## src/sbad_consts.vh

```
// Constants for the system bus arbiter, address decoder and power-on configuration.
`ifndef SBAD_CONSTS_VH
`define SBAD_CONSTS_VH

`define SBAD_M_CPU          2'd0
`define SBAD_M_FLASH        2'd1
`define SBAD_M_AUDIO        2'd2
`define SBAD_MAX_BURST      5'd16
`define SBAD_RR_RESET       6'b00_01_10

`define SBAD_CTL_MODE_BIT   0
`define SBAD_CTL_BEN_BIT    4
`define SBAD_CTL_BACT_BIT   5

`define SBAD_CFG_REMAP_BIT  20
`define SBAD_CFG_DBG_BIT    4
`define SBAD_CFG_PKG_BIT    3
`define SBAD_CFG_WIDTH      21
`define SBAD_CFG_RESET      21'h00_0000
`define SBAD_CFG_STRAP_MSB  6

`define SBAD_BOOT_SRAM      3'b100
`define SBAD_BOOT_USB       3'b101
`define SBAD_BOOT_OTP       3'b110
`define SBAD_BOOT_SPI       3'b111

`define SBAD_SCLK_KHZ_00    17'h1_1940
`define SBAD_SCLK_KHZ_01    17'h0_8CA0
`define SBAD_SCLK_KHZ_10    17'h0_4650
`define SBAD_SCLK_KHZ_11    17'h0_0032

`define SBAD_ROM_LO_LAST    32'h0000_7FFF
`define SBAD_ROM_HI_BASE    32'h6000_0000
`define SBAD_ROM_HI_LAST    32'h6000_7FFF
`define SBAD_SRAM_LO_TOP    3'b000
`define SBAD_SRAM_HI_TOP    3'b001
`define SBAD_FLASH_TOP      4'h4
`define SBAD_GCR_BASE       32'hB100_0000
`define SBAD_GCR_MASK       32'h0000_01FF
`define SBAD_CLK_BASE       32'hB100_0200
`define SBAD_CLK_MASK       32'h0000_00FF
`define SBAD_WIN_MASK       32'h0000_0FFF
`define SBAD_SRAMCTL_BASE   32'hB100_4000
`define SBAD_SPIM_BASE      32'hB100_7000
`define SBAD_APU_BASE       32'hB100_8000
`define SBAD_USB_BASE       32'hB100_9000
`define SBAD_ADC_BASE       32'hB800_1000
`define SBAD_AIC_BASE       32'hB800_2000
`define SBAD_GPIO_BASE      32'hB800_3000
`define SBAD_I2C_BASE       32'hB800_4000
`define SBAD_PWM_BASE       32'hB800_7000
`define SBAD_RTC_BASE       32'hB800_8000
`define SBAD_SPIMS_BASE     32'hB800_A000
`define SBAD_TIMER_BASE     32'hB800_B000
`define SBAD_UART_BASE      32'hB800_C000
`define SBAD_NUM_SLV        18

`endif

```

## src/sbad_arbiter_decode.v

```verilog
// System bus arbiter, memory-map decoder and power-on configuration capture.
//
// Function
// - Remap clear: low 32 KB to boot ROM, 0x2000_0000 region to SRAM.
// - Remap set: address zero region to SRAM, boot ROM at 0x6000_0000.
// - Region at 0x4000_0000 goes to the SPI flash controller.
// - High-speed register windows at 0xB100_xxxx decoded per block.
// - Peripheral 4 KB windows from 0xB800_1000 to 0xB800_C000 decoded.
// - Byte ordering is little-endian only.
// - Mode bit 0 selects fixed priority, 1 selects round robin.
// - Owner loses the bus after sixteen data transfers when another master is requesting.
// - Fixed priority: audio unit, then flash master, then processor core.
// - Boost enable plus external interrupt sets the boost active flag.
// - Boost active gives the processor core the highest priority.
// - Writing one to boost active clears it.
// - Software can never set boost active.
// - Round robin demotes the granted highest-priority master to lowest.
// - Round robin starts audio, flash, processor after reset.
// - Strap pins are sampled into the configuration register on every reset.
// - Flash speed straps: 72 MHz, 36 MHz, 18 MHz, 50 kHz.
// - Debug strap 0 enables debug and disables cipher; 1 is normal.
// - Package debug strap 0 gives five port B pins to debug.
// - Boot straps select test, SRAM, USB, OTP or SPI boot.
// - Remap is configuration bit 20.
// - Low seven configuration bits stay writable after capture.
// - Mode bit is control bit 0; mode and boost bits reset to zero.
`timescale 1ns/10ps
`include "sbad_consts.vh"

module sbad_arbiter_decode
(
  input  wire                       clk_sys,
  input  wire                       rst,
  input  wire [2:0]                 bus_req,
  input  wire                       xfer_done,
  input  wire                       addr_valid,
  input  wire [31:0]                haddr,
  input  wire [1:0]                 hsize,
  input  wire                       ctl_wr,
  input  wire [5:0]                 ctl_wr_data,
  input  wire                       cfg_wr,
  input  wire [20:0]                cfg_wr_data,
  input  wire [6:0]                 strap_pins,
  input  wire                       fast_irq_n,
  input  wire                       normal_irq_n,
  output reg  [2:0]                 bus_grant_r,
  output reg  [4:0]                 beat_cnt_r,
  output reg                        arb_mode_sel,
  output reg                        irq_boost_en,
  output reg                        irq_boost_active,
  output reg  [`SBAD_NUM_SLV-1:0]   slave_sel_r,
  output reg                        bus_error_r,
  output reg  [3:0]                 lane_en_r,
  output reg  [20:0]                power_on_cfg,
  output reg                        cfg_ready_r,
  output reg  [16:0]                flash_sclk_khz_r,
  output reg                        debug_mode_r,
  output reg                        dbg_port_pins_r,
  output reg                        boot_test_r,
  output reg                        boot_sram_r,
  output reg                        boot_usb_r,
  output reg                        boot_otp_r,
  output reg                        boot_spi_r
);

  localparam [2:0] ST_FILL = 3'b001;
  localparam [2:0] ST_LOAD = 3'b010;
  localparam [2:0] ST_RUN  = 3'b100;

  reg  [2:0]                 cfg_state_r;
  reg  [2:0]                 cfg_state_nxt;
  reg  [1:0]                 fill_cnt_r;
  reg  [6:0]                 strap_s1_r;
  reg  [6:0]                 strap_s2_r;
  reg  [6:0]                 strap_s3_r;
  reg  [1:0]                 irq_s1_r;
  reg  [1:0]                 irq_s2_r;
  reg  [1:0]                 irq_s3_r;
  reg                        irq_seen_r;
  reg  [5:0]                 rr_order_r;
  reg  [5:0]                 rr_order_nxt;
  reg  [2:0]                 grant_nxt;
  reg  [2:0]                 cand;
  reg  [1:0]                 rr_win;
  reg  [`SBAD_NUM_SLV-1:0]   sel_nxt;
  reg  [3:0]                 lane_nxt;
  reg  [6:0]                 cfg_low;
  wire                       rearb;
  wire                       owner_req;
  wire                       last_beat;
  wire                       irq_hit;
  wire                       remap;

  assign owner_req = |(bus_req & bus_grant_r);
  assign last_beat = xfer_done && (beat_cnt_r == `SBAD_MAX_BURST - 5'd1);
  assign rearb     = !owner_req || last_beat;
  assign remap     = power_on_cfg[`SBAD_CFG_REMAP_BIT];

  // Interrupt pins count as asserted once the second and third stages agree low.
  assign irq_hit = (!irq_s2_r[0] && !irq_s3_r[0]) || (!irq_s2_r[1] && !irq_s3_r[1]);

  // Candidate set skips the owner after a burst break when anyone else waits.
  always @*
  begin
    cand = bus_req;
    if (last_beat && |(bus_req & ~bus_grant_r))
    begin
      cand = bus_req & ~bus_grant_r;
    end
  end

  // Winner selection and round-robin order update.
  always @*
  begin
    grant_nxt    = bus_grant_r;
    rr_order_nxt = rr_order_r;
    rr_win       = `SBAD_M_CPU;
    if (rearb)
    begin
      if (cand == 3'b000)
      begin
        grant_nxt = 3'b001;
      end
      else if (irq_boost_active && cand[`SBAD_M_CPU])
      begin
        grant_nxt = 3'b001;
      end
      else if (!arb_mode_sel)
      begin
        if (cand[`SBAD_M_AUDIO])
        begin
          grant_nxt = 3'b100;
        end
        else if (cand[`SBAD_M_FLASH])
        begin
          grant_nxt = 3'b010;
        end
        else
        begin
          grant_nxt = 3'b001;
        end
      end
      else
      begin
        if (cand[rr_order_r[1:0]])
        begin
          rr_win       = rr_order_r[1:0];
          rr_order_nxt = {rr_order_r[1:0], rr_order_r[5:2]};
        end
        else if (cand[rr_order_r[3:2]])
        begin
          rr_win       = rr_order_r[3:2];
          rr_order_nxt = {rr_order_r[3:2], rr_order_r[5:4], rr_order_r[1:0]};
        end
        else
        begin
          rr_win = rr_order_r[5:4];
        end
        grant_nxt = 3'b001 << rr_win;
      end
    end
  end

  always @(posedge clk_sys)
  begin
    if (rst)
    begin
      bus_grant_r <= 3'b001;
      beat_cnt_r  <= 5'd0;
      rr_order_r  <= `SBAD_RR_RESET;
    end
    else
    begin
      bus_grant_r <= grant_nxt;
      rr_order_r  <= rr_order_nxt;
      if (rearb)
      begin
        beat_cnt_r <= 5'd0;
      end
      else if (xfer_done)
      begin
        beat_cnt_r <= beat_cnt_r + 5'd1;
      end
    end
  end

  // Bus control bits and the interrupt priority boost.
  always @(posedge clk_sys)
  begin
    if (rst)
    begin
      arb_mode_sel     <= 1'b0;
      irq_boost_en     <= 1'b0;
      irq_boost_active <= 1'b0;
      irq_s1_r         <= 2'b11;
      irq_s2_r         <= 2'b11;
      irq_s3_r         <= 2'b11;
      irq_seen_r       <= 1'b0;
    end
    else
    begin
      irq_s1_r   <= {normal_irq_n, fast_irq_n};
      irq_s2_r   <= irq_s1_r;
      irq_s3_r   <= irq_s2_r;
      irq_seen_r <= irq_hit;
      if (ctl_wr)
      begin
        arb_mode_sel <= ctl_wr_data[`SBAD_CTL_MODE_BIT];
        irq_boost_en <= ctl_wr_data[`SBAD_CTL_BEN_BIT];
      end
      // A new interrupt edge beats a clearing write in the same cycle.
      if (irq_boost_en && irq_hit && !irq_seen_r)
      begin
        irq_boost_active <= 1'b1;
      end
      else if (ctl_wr && ctl_wr_data[`SBAD_CTL_BACT_BIT])
      begin
        irq_boost_active <= 1'b0;
      end
    end
  end

  // Address decode; a window matches when the bits above its size equal its base.
  always @*
  begin
    sel_nxt     = {`SBAD_NUM_SLV{1'b0}};
    sel_nxt[0]  = remap ? (haddr >= `SBAD_ROM_HI_BASE && haddr <= `SBAD_ROM_HI_LAST)
                        : (haddr <= `SBAD_ROM_LO_LAST);
    sel_nxt[1]  = remap ? (haddr[31:29] == `SBAD_SRAM_LO_TOP)
                        : (haddr[31:29] == `SBAD_SRAM_HI_TOP);
    sel_nxt[2]  = (haddr[31:28] == `SBAD_FLASH_TOP);
    sel_nxt[3]  = ((haddr & ~`SBAD_GCR_MASK) == `SBAD_GCR_BASE);
    sel_nxt[4]  = ((haddr & ~`SBAD_CLK_MASK) == `SBAD_CLK_BASE);
    sel_nxt[5]  = ((haddr & ~`SBAD_WIN_MASK) == `SBAD_SRAMCTL_BASE);
    sel_nxt[6]  = ((haddr & ~`SBAD_WIN_MASK) == `SBAD_SPIM_BASE);
    sel_nxt[7]  = ((haddr & ~`SBAD_WIN_MASK) == `SBAD_APU_BASE);
    sel_nxt[8]  = ((haddr & ~`SBAD_WIN_MASK) == `SBAD_USB_BASE);
    sel_nxt[9]  = ((haddr & ~`SBAD_WIN_MASK) == `SBAD_ADC_BASE);
    sel_nxt[10] = ((haddr & ~`SBAD_WIN_MASK) == `SBAD_AIC_BASE);
    sel_nxt[11] = ((haddr & ~`SBAD_WIN_MASK) == `SBAD_GPIO_BASE);
    sel_nxt[12] = ((haddr & ~`SBAD_WIN_MASK) == `SBAD_I2C_BASE);
    sel_nxt[13] = ((haddr & ~`SBAD_WIN_MASK) == `SBAD_PWM_BASE);
    sel_nxt[14] = ((haddr & ~`SBAD_WIN_MASK) == `SBAD_RTC_BASE);
    sel_nxt[15] = ((haddr & ~`SBAD_WIN_MASK) == `SBAD_SPIMS_BASE);
    sel_nxt[16] = ((haddr & ~`SBAD_WIN_MASK) == `SBAD_TIMER_BASE);
    sel_nxt[17] = ((haddr & ~`SBAD_WIN_MASK) == `SBAD_UART_BASE);
  end

  // Little-endian byte lanes: the lowest address byte rides on lane 0.
  always @*
  begin
    case (hsize)
      2'b00:   lane_nxt = 4'b0001 << haddr[1:0];
      2'b01:   lane_nxt = haddr[1] ? 4'b1100 : 4'b0011;
      default: lane_nxt = 4'b1111;
    endcase
  end

  always @(posedge clk_sys)
  begin
    if (rst)
    begin
      slave_sel_r <= {`SBAD_NUM_SLV{1'b0}};
      bus_error_r <= 1'b0;
      lane_en_r   <= 4'b0000;
    end
    else
    begin
      slave_sel_r <= addr_valid ? sel_nxt : {`SBAD_NUM_SLV{1'b0}};
      bus_error_r <= addr_valid && (sel_nxt == {`SBAD_NUM_SLV{1'b0}});
      lane_en_r   <= addr_valid ? lane_nxt : 4'b0000;
    end
  end

  // Strap capture: fill the synchronisers after reset, then load once the last two stages agree.
  always @*
  begin
    case (cfg_state_r)
      ST_FILL: cfg_state_nxt = (fill_cnt_r == 2'd3 && strap_s2_r == strap_s3_r) ? ST_LOAD : ST_FILL;
      ST_LOAD: cfg_state_nxt = ST_RUN;
      ST_RUN:  cfg_state_nxt = ST_RUN;
      default: cfg_state_nxt = ST_FILL;
    endcase
  end

  always @*
  begin
    cfg_low = power_on_cfg[`SBAD_CFG_STRAP_MSB:0];
    if (cfg_state_r == ST_LOAD)
    begin
      cfg_low = strap_s3_r;
    end
    else if (cfg_state_r == ST_RUN && cfg_wr)
    begin
      cfg_low = cfg_wr_data[`SBAD_CFG_STRAP_MSB:0];
    end
  end

  always @(posedge clk_sys)
  begin
    if (rst)
    begin
      cfg_state_r  <= ST_FILL;
      fill_cnt_r   <= 2'd0;
      strap_s1_r   <= 7'h00;
      strap_s2_r   <= 7'h00;
      strap_s3_r   <= 7'h00;
      power_on_cfg <= `SBAD_CFG_RESET;
      cfg_ready_r  <= 1'b0;
    end
    else
    begin
      cfg_state_r <= cfg_state_nxt;
      strap_s1_r  <= strap_pins;
      strap_s2_r  <= strap_s1_r;
      strap_s3_r  <= strap_s2_r;
      cfg_ready_r <= (cfg_state_nxt == ST_RUN);
      if (cfg_state_r == ST_FILL)
      begin
        fill_cnt_r <= fill_cnt_r + 2'd1;
      end
      power_on_cfg[`SBAD_CFG_STRAP_MSB:0] <= cfg_low;
      if (cfg_state_r == ST_RUN && cfg_wr)
      begin
        power_on_cfg[`SBAD_CFG_REMAP_BIT] <= cfg_wr_data[`SBAD_CFG_REMAP_BIT];
      end
    end
  end

  // Decoded strap functions, registered from the next configuration value.
  always @(posedge clk_sys)
  begin
    if (rst)
    begin
      flash_sclk_khz_r <= `SBAD_SCLK_KHZ_00;
      debug_mode_r     <= 1'b0;
      dbg_port_pins_r  <= 1'b0;
      boot_test_r      <= 1'b0;
      boot_sram_r      <= 1'b0;
      boot_usb_r       <= 1'b0;
      boot_otp_r       <= 1'b0;
      boot_spi_r       <= 1'b0;
    end
    else
    begin
      case (cfg_low[6:5])
        2'b00:   flash_sclk_khz_r <= `SBAD_SCLK_KHZ_00;
        2'b01:   flash_sclk_khz_r <= `SBAD_SCLK_KHZ_01;
        2'b10:   flash_sclk_khz_r <= `SBAD_SCLK_KHZ_10;
        default: flash_sclk_khz_r <= `SBAD_SCLK_KHZ_11;
      endcase
      debug_mode_r    <= !cfg_low[`SBAD_CFG_DBG_BIT];
      dbg_port_pins_r <= !cfg_low[`SBAD_CFG_PKG_BIT];
      boot_test_r     <= !cfg_low[2];
      boot_sram_r     <= (cfg_low[2:0] == `SBAD_BOOT_SRAM);
      boot_usb_r      <= (cfg_low[2:0] == `SBAD_BOOT_USB);
      boot_otp_r      <= (cfg_low[2:0] == `SBAD_BOOT_OTP);
      boot_spi_r      <= (cfg_low[2:0] == `SBAD_BOOT_SPI);
    end
  end

endmodule

```

## config.mk

```make
export PLATFORM = sky130hd
export DESIGN_NAME = sbad_arbiter_decode
export DESIGN_NICKNAME = d
export VERILOG_FILES = /design/src/sbad_arbiter_decode.v
export VERILOG_INCLUDE_DIRS = /design/src /design/src/src
export SDC_FILE = /design/constraint.sdc
export NUM_CORES = 1
export LEC_CHECK = 0
export BUFFER_PORTS_ARGS = -buffer_cell sky130_fd_sc_hd__buf_2
export CORE_MARGIN = 2
export CORE_UTILIZATION = 25
export DETAILED_ROUTE_END_ITERATION = 6
export HOLD_SLACK_MARGIN = 0.12
export PLACE_DENSITY = 0.57
export SYNTH_ARGS = -nofsm -noshare
export SYNTH_HDL_FRONTEND = slang
export SYNTH_SLANG_ARGS = --single-unit
```

## constraint.sdc

```tcl
create_clock -name clk_sys -period 3.05 [get_ports clk_sys]
set_input_delay 0.61 -clock clk_sys [delete_from_list [all_inputs] [get_ports clk_sys]]
set_output_delay 0.61 -clock clk_sys [all_outputs]
set_load 0.005 [all_outputs]
```

Word-level counts from Yosys, hierarchy flattened. Index checks and enable logic that the tools add are counted.

Add/subtract/negate cells: 2. Order comparisons: 5. Equal/unequal tests: 31. Shift-type cells: 2. Muxes and demuxes: 29. Bitwise gates (word level): 6. Reduce and logical (&&, ||, !) cells: 37.

Operators with widths (count): equality test 20 bit (second input constant) (13); one-hot mux 17 bit (3 select lines) (1); >= comparator 32 x 31 -> 1 bit (second input constant) (1); less-or-equal comparator 32 x 15 -> 1 bit (second input constant) (1); less-or-equal comparator 32 x 31 -> 1 bit (second input constant) (1); equality test 24 bit (second input constant) (1); equality test 23 bit (second input constant) (1); equality test 3 bit (second input constant) (6); zero test 18 bit (1); 2-to-1 mux 2 bit (8); 2-to-1 mux 3 bit (5); 2-to-1 mux 7 bit (2); logical AND 1 bit (12); 2-to-1 mux 6 bit (2); AND reduction 5 bit (2); zero test 1 bit (9); one-hot mux 4 bit (2 select lines) (1); equality test 7 bit (1); bitwise AND 3 bit (2); equality test 3 x 1 -> 1 bit (second input constant) (2); zero test 3 bit (2); < comparator 2 x 3 -> 1 bit (second input constant) (2); 2-to-1 mux 1 bit (6); one-hot mux 3 bit (2 select lines) (1); other kinds (18) (29).

Register bits: 106. Output and inout bits: 80. Word-level logic and storage cells: 142.

Logic depth before layout (Yosys ltp).
Depth after elaboration: 17. Gate-level depth with buffers: 10. Depth with buffers taken out: 9.

Least setup slack after synthesis. Ideal clock, no wire load.

Path type: input -> register. Start point: in cfg_wr. End point: reg flash_sclk_khz_r[4]. Setup time: 123 ps. Arrival time: 2239 ps. Required time: 2927 ps. Slack: 687 ps. Stages: 9. Path buffers: 1. Path through: nor4bb_1 > buf_2 > mux2i_1 > nor2_1 > a21oi_1 > inv_1 > ha_1 > nor2b_1 > or2_2.

Longest elaborated chain between the ends: 5. Elaborated cells between the ends (all ways): 7.

Ends and longest elaborated chain: from (decl) (line sbad_arbiter_decode.v:41) `input wire cfg_wr,`; logical AND 1 bit (*) (line sbad_arbiter_decode.v:293) `else if (cfg_state_r == ST_RUN && cfg_wr)`; 2-to-1 mux 7 bit (*) (line sbad_arbiter_decode.v:293); 2-to-1 mux 7 bit (*) (line sbad_arbiter_decode.v:289) `if (cfg_state_r == ST_LOAD)`; net cfg_low[6] (line sbad_arbiter_decode.v:87) `reg [6:0] cfg_low;`; equality test 2 bit (tied with other cells) (line sbad_arbiter_decode.v:346) `case (cfg_low[6:5])`; one-hot mux 17 bit (3 select lines) (*) (line sbad_arbiter_decode.v:346); to (signal assigned) (line sbad_arbiter_decode.v:347) `` 2'b00: flash_sclk_khz_r <= `SBAD_SCLK_KHZ_00; ``; to (signal assigned) (line sbad_arbiter_decode.v:348) `` 2'b01: flash_sclk_khz_r <= `SBAD_SCLK_KHZ_01; ``; to (signal assigned) (line sbad_arbiter_decode.v:349) `` 2'b10: flash_sclk_khz_r <= `SBAD_SCLK_KHZ_10; ``; to (decl) (line sbad_arbiter_decode.v:56) `output reg [16:0] flash_sclk_khz_r,`.

The timed path passes the listed nets; every way through them passes the cells marked *. A chain may end at the register's enable or synchronous reset.

Final worst setup path.
Start point: reg beat_cnt_r[0]. End point: reg rr_order_r[5].

Longest elaborated chain between the ends: 8. Elaborated cells between the ends (all ways): 16.

Ends and longest elaborated chain: from (decl) (line sbad_arbiter_decode.v:47) `output reg [4:0] beat_cnt_r,`; from (signal assigned) (line sbad_arbiter_decode.v:182) `beat_cnt_r <= beat_cnt_r + 5'd1;`; equality test 5 x 4 -> 1 bit (*) (line sbad_arbiter_decode.v:95) `` assign last_beat = xfer_done && (beat_cnt_r == `SBAD_MAX_BURST - 5'd1); ``; logical AND 1 bit (*) (line sbad_arbiter_decode.v:95); logical AND 1 bit (line sbad_arbiter_decode.v:106) `if (last_beat && |(bus_req & ~bus_grant_r))`; 2-to-1 mux 3 bit (line sbad_arbiter_decode.v:106); binary-select mux 1 bit (select 2 bit), on equally long branches (line sbad_arbiter_decode.v:145, sbad_arbiter_decode.v:150); 2-to-1 mux 1 bit, on equally long branches (line sbad_arbiter_decode.v:145, sbad_arbiter_decode.v:150); nonzero test 2 bit (no source line); AND reduction 5 bit (no source line); to (signal assigned) (line sbad_arbiter_decode.v:170) `` rr_order_r <= `SBAD_RR_RESET; ``; to (signal assigned) (line sbad_arbiter_decode.v:175) `rr_order_r <= rr_order_nxt;`; to (decl) (line sbad_arbiter_decode.v:80) `reg [5:0] rr_order_r;`.

Mark *: on every way between the ends. The rest lies on a longest branch, timed or not. The select of a mux whose other input is x is not followed.

==> impl_metrics.toml <==
[clock_tree]
htreeDepth = 3
cts_buffer_depth = 2
hold_buffers = 0
cts_resized = 0
cts.clk_slew.worst_paths_ps = 70
cts_setup_buffers = 0
clk_latency_ps = 350
clock-root-buffer = "clkbuf_16"
cts_tree = "built"
cts_buffers = 9
cts_sinks = 98

[routing]
ant_nets = 0
first_pass_iters = 4
wl_per_cell_um = 13.4
dr_total_vias = 3431
vias_per_cell = 4.46
drt_iter0_drc = 236
routed_wl_mm = 10.3
drcViolationCount = 0

[grt]
grt_max_degree = 47
grt.busiest_layer = "met2"
antenna_found_initial = 0
grt_pass1_wl_mm = 16.5
gr-usage-met3_pct = 3.09
grtUsageMet1_pct = 15.5
grt_pass1_vias = 3246
grt_usage_pct = 12.0
grt_util_met2_pct = 18.7
grt-ovfl-total = 0

[synthesis]
ys_seq_area_share_pct = 48.3
ys.flop_type = "dfxtp_1"
synth_area_mm2 = 0.00406
synthCells = 434
yosys_register_bits = 98
syn_avg_cell_area_um2 = 9.36
async_flop_share_pct = 0
synth_edf_count = 0
synth.distinct_cells = 67
yosys_warnings = 0

[job]
drv_cap = 0

[timing]
max_slew_margin_pct = 64.8
rsz0062_at_grt = "no"
setup_violations = 0
fin_skew_ps = 7.63
fmax_mhz = 379
finalSetupTns_ps = 0
final.min_clock_period_ps = 2640
drv_slew = 0
hold_viol = 0
tightest_slew_ps = 528
period_share_pct = 86.5

[die]
ios = 159
die_h_um = 131
core-area_mm2 = 0.0159
row_count = 46
die_area_mm2 = 0.0173
start_util_pct = 25.6
die_width_um = 131

[setup_path]
reg2reg_slack_ps = 410
cp-startpoint = "beat_cnt_r[0]"
path_class = "flip-flop to flip-flop"
critPathLaunchType = "flip-flop"
arrival_ps = 2890
r2r_start = "beat_cnt_r[0]"
worstPathRequired_ps = 3300
r2r_cells = 9
end_kind = "flip-flop"
endpoint = "rr_order_r[5]"
crit_path_max_fanout = 6
r2r-end = "rr_order_r[5]"

[power_and_ir_drop]
vdd_ir_drop_max_mv = 0.231
power_w = 0.00267
powerDensity_mw_per_mm2 = 523
p_leak_nw = 2.22

[final_layout]
fin_util_pct = 32.1
final_common_cell = "buf_2"
layout_common_cells = "buf_2, dfxtp_1, nor2_1"
layout-drive-gt1-share_pct = 28.8
area_growth_pct = 25.7
antenna_cells = 0
fin_nets = 635
nFillCells = 1719

[outcome]
status = "completed"

[place]
numPortBuffers = 119
hpwl_mm = 7.93
gp_congestion = 0.871

[worst_hold_path]
hold_class = "flip-flop to flip-flop"
holdPathStages = 1
## registers in the layout, summed over array words and instances (netlist names), 5 cells and up
signal,count
strap_s2_r,7
strap_s3_r,7
power_on_cfg,8
strap_s1_r,7
beat_cnt_r,5
rr_order_r,6
slave_sel_r,18
flash_sclk_khz_r,9
## per-stage QoR
stage | hold slack [ps] | setup slack, ps | area, um^2 | cells
after detailed placement | 395 | 441 | 4820 | 753
after CTS | 411 | 431 | 5100 | 769
after global routing | 424 | 187 | 5100 | 769
after global placement | 392 | 471 | 4820 | 753
after floorplan | 389 | 687 | 4120 | 450
final | 408 | 410 | 5100 | 769
## routing by layer
metal / up-vias / wire length, um
li1: 1692 / -
met1: 1582 / 4890
met2: 138 / 4610
met3: 19 / 564
met4: 0 / 231
met5: - / 0
## how the worst min path moves through the flow
stage,startpoint,endpoint,slack (ps)
6_report,irq_s1_r[0],irq_s2_r[0],410
5_1_grt,irq_s1_r[0],irq_s2_r[0],420
4_1_cts,irq_s1_r[0],irq_s2_r[0],410
3_5_place_dp,irq_s1_r[0],irq_s2_r[0],400
3_3_place_gp,irq_s1_r[0],irq_s2_r[0],390
2_1_floorplan,irq_s1_r[0],irq_s2_r[0],390
## synthesized netlist by cell type, drive strengths merged (8+ instances only)
master	count	share of area [%]
nor2b	30	4.6
mux2i	14	3.4
a21oi	20	2.5
nand3	13	1.7
dfxtp	98	48
buf	26	4.5
nand2	14	1.3
nand2b	10	1.5
or2	11	1.7
inv	9	0.83
ha	8	2.5
nor2	56	5.2
clkbuf	13	1.2
nor3	12	1.5
nor4	8	1.6
xnor2	11	2.4
## kinds of logic (layout without fill, tap and decap cells)
kind of cell	after synthesis	in the layout	synth area share (%)
AO/OA/AOI/OAI	58	58	9.61
XOR/XNOR	13	13	2.80
AND/OR/NAND/NOR	192	192	26.4
adder cells (fa/ha/maj)	8	8	2.46
buffers and inverters	49	152	6.59
multiplexers	15	15	3.73
other	1	17	0.0923
flip-flops	98	98	48.3
## final cells by class
type / count / area, um^2 / share of cell area, %
repair buffers: 126 / 648 / 12.7
inverters: 10 / 37.5 / 0.735
flip-flops and latches: 98 / 1960 / 38.4
multi-input cells: 303 / 1900 / 37.2
clock inverters: 5 / 45.0 / 0.882
well taps: 216 / 270 / 5.29
clock buffers: 11 / 243 / 4.75
## power by group
group | switching, W | internal [W] | leakage (nW)
combinational | 0.000122 | 0.000101 | 1.28
clock | 0.000516 | 0.000589 | 0.139
sequential | 0.0000276 | 0.00131 | 0.799
total | 0.000665 | 0.00201 | 2.22
## critical path, stage by stage (launching register included)
cell	delay [ps]
dfxtp_1	400
ha_1	190
and3_1	160
ha_1	190
and2_0	360
o211ai_1	280
a221o_1	420
nand3b_1	240
nor2_1	110
a211oi_1	210
Note: power is estimated with default switching activity, not from simulation.
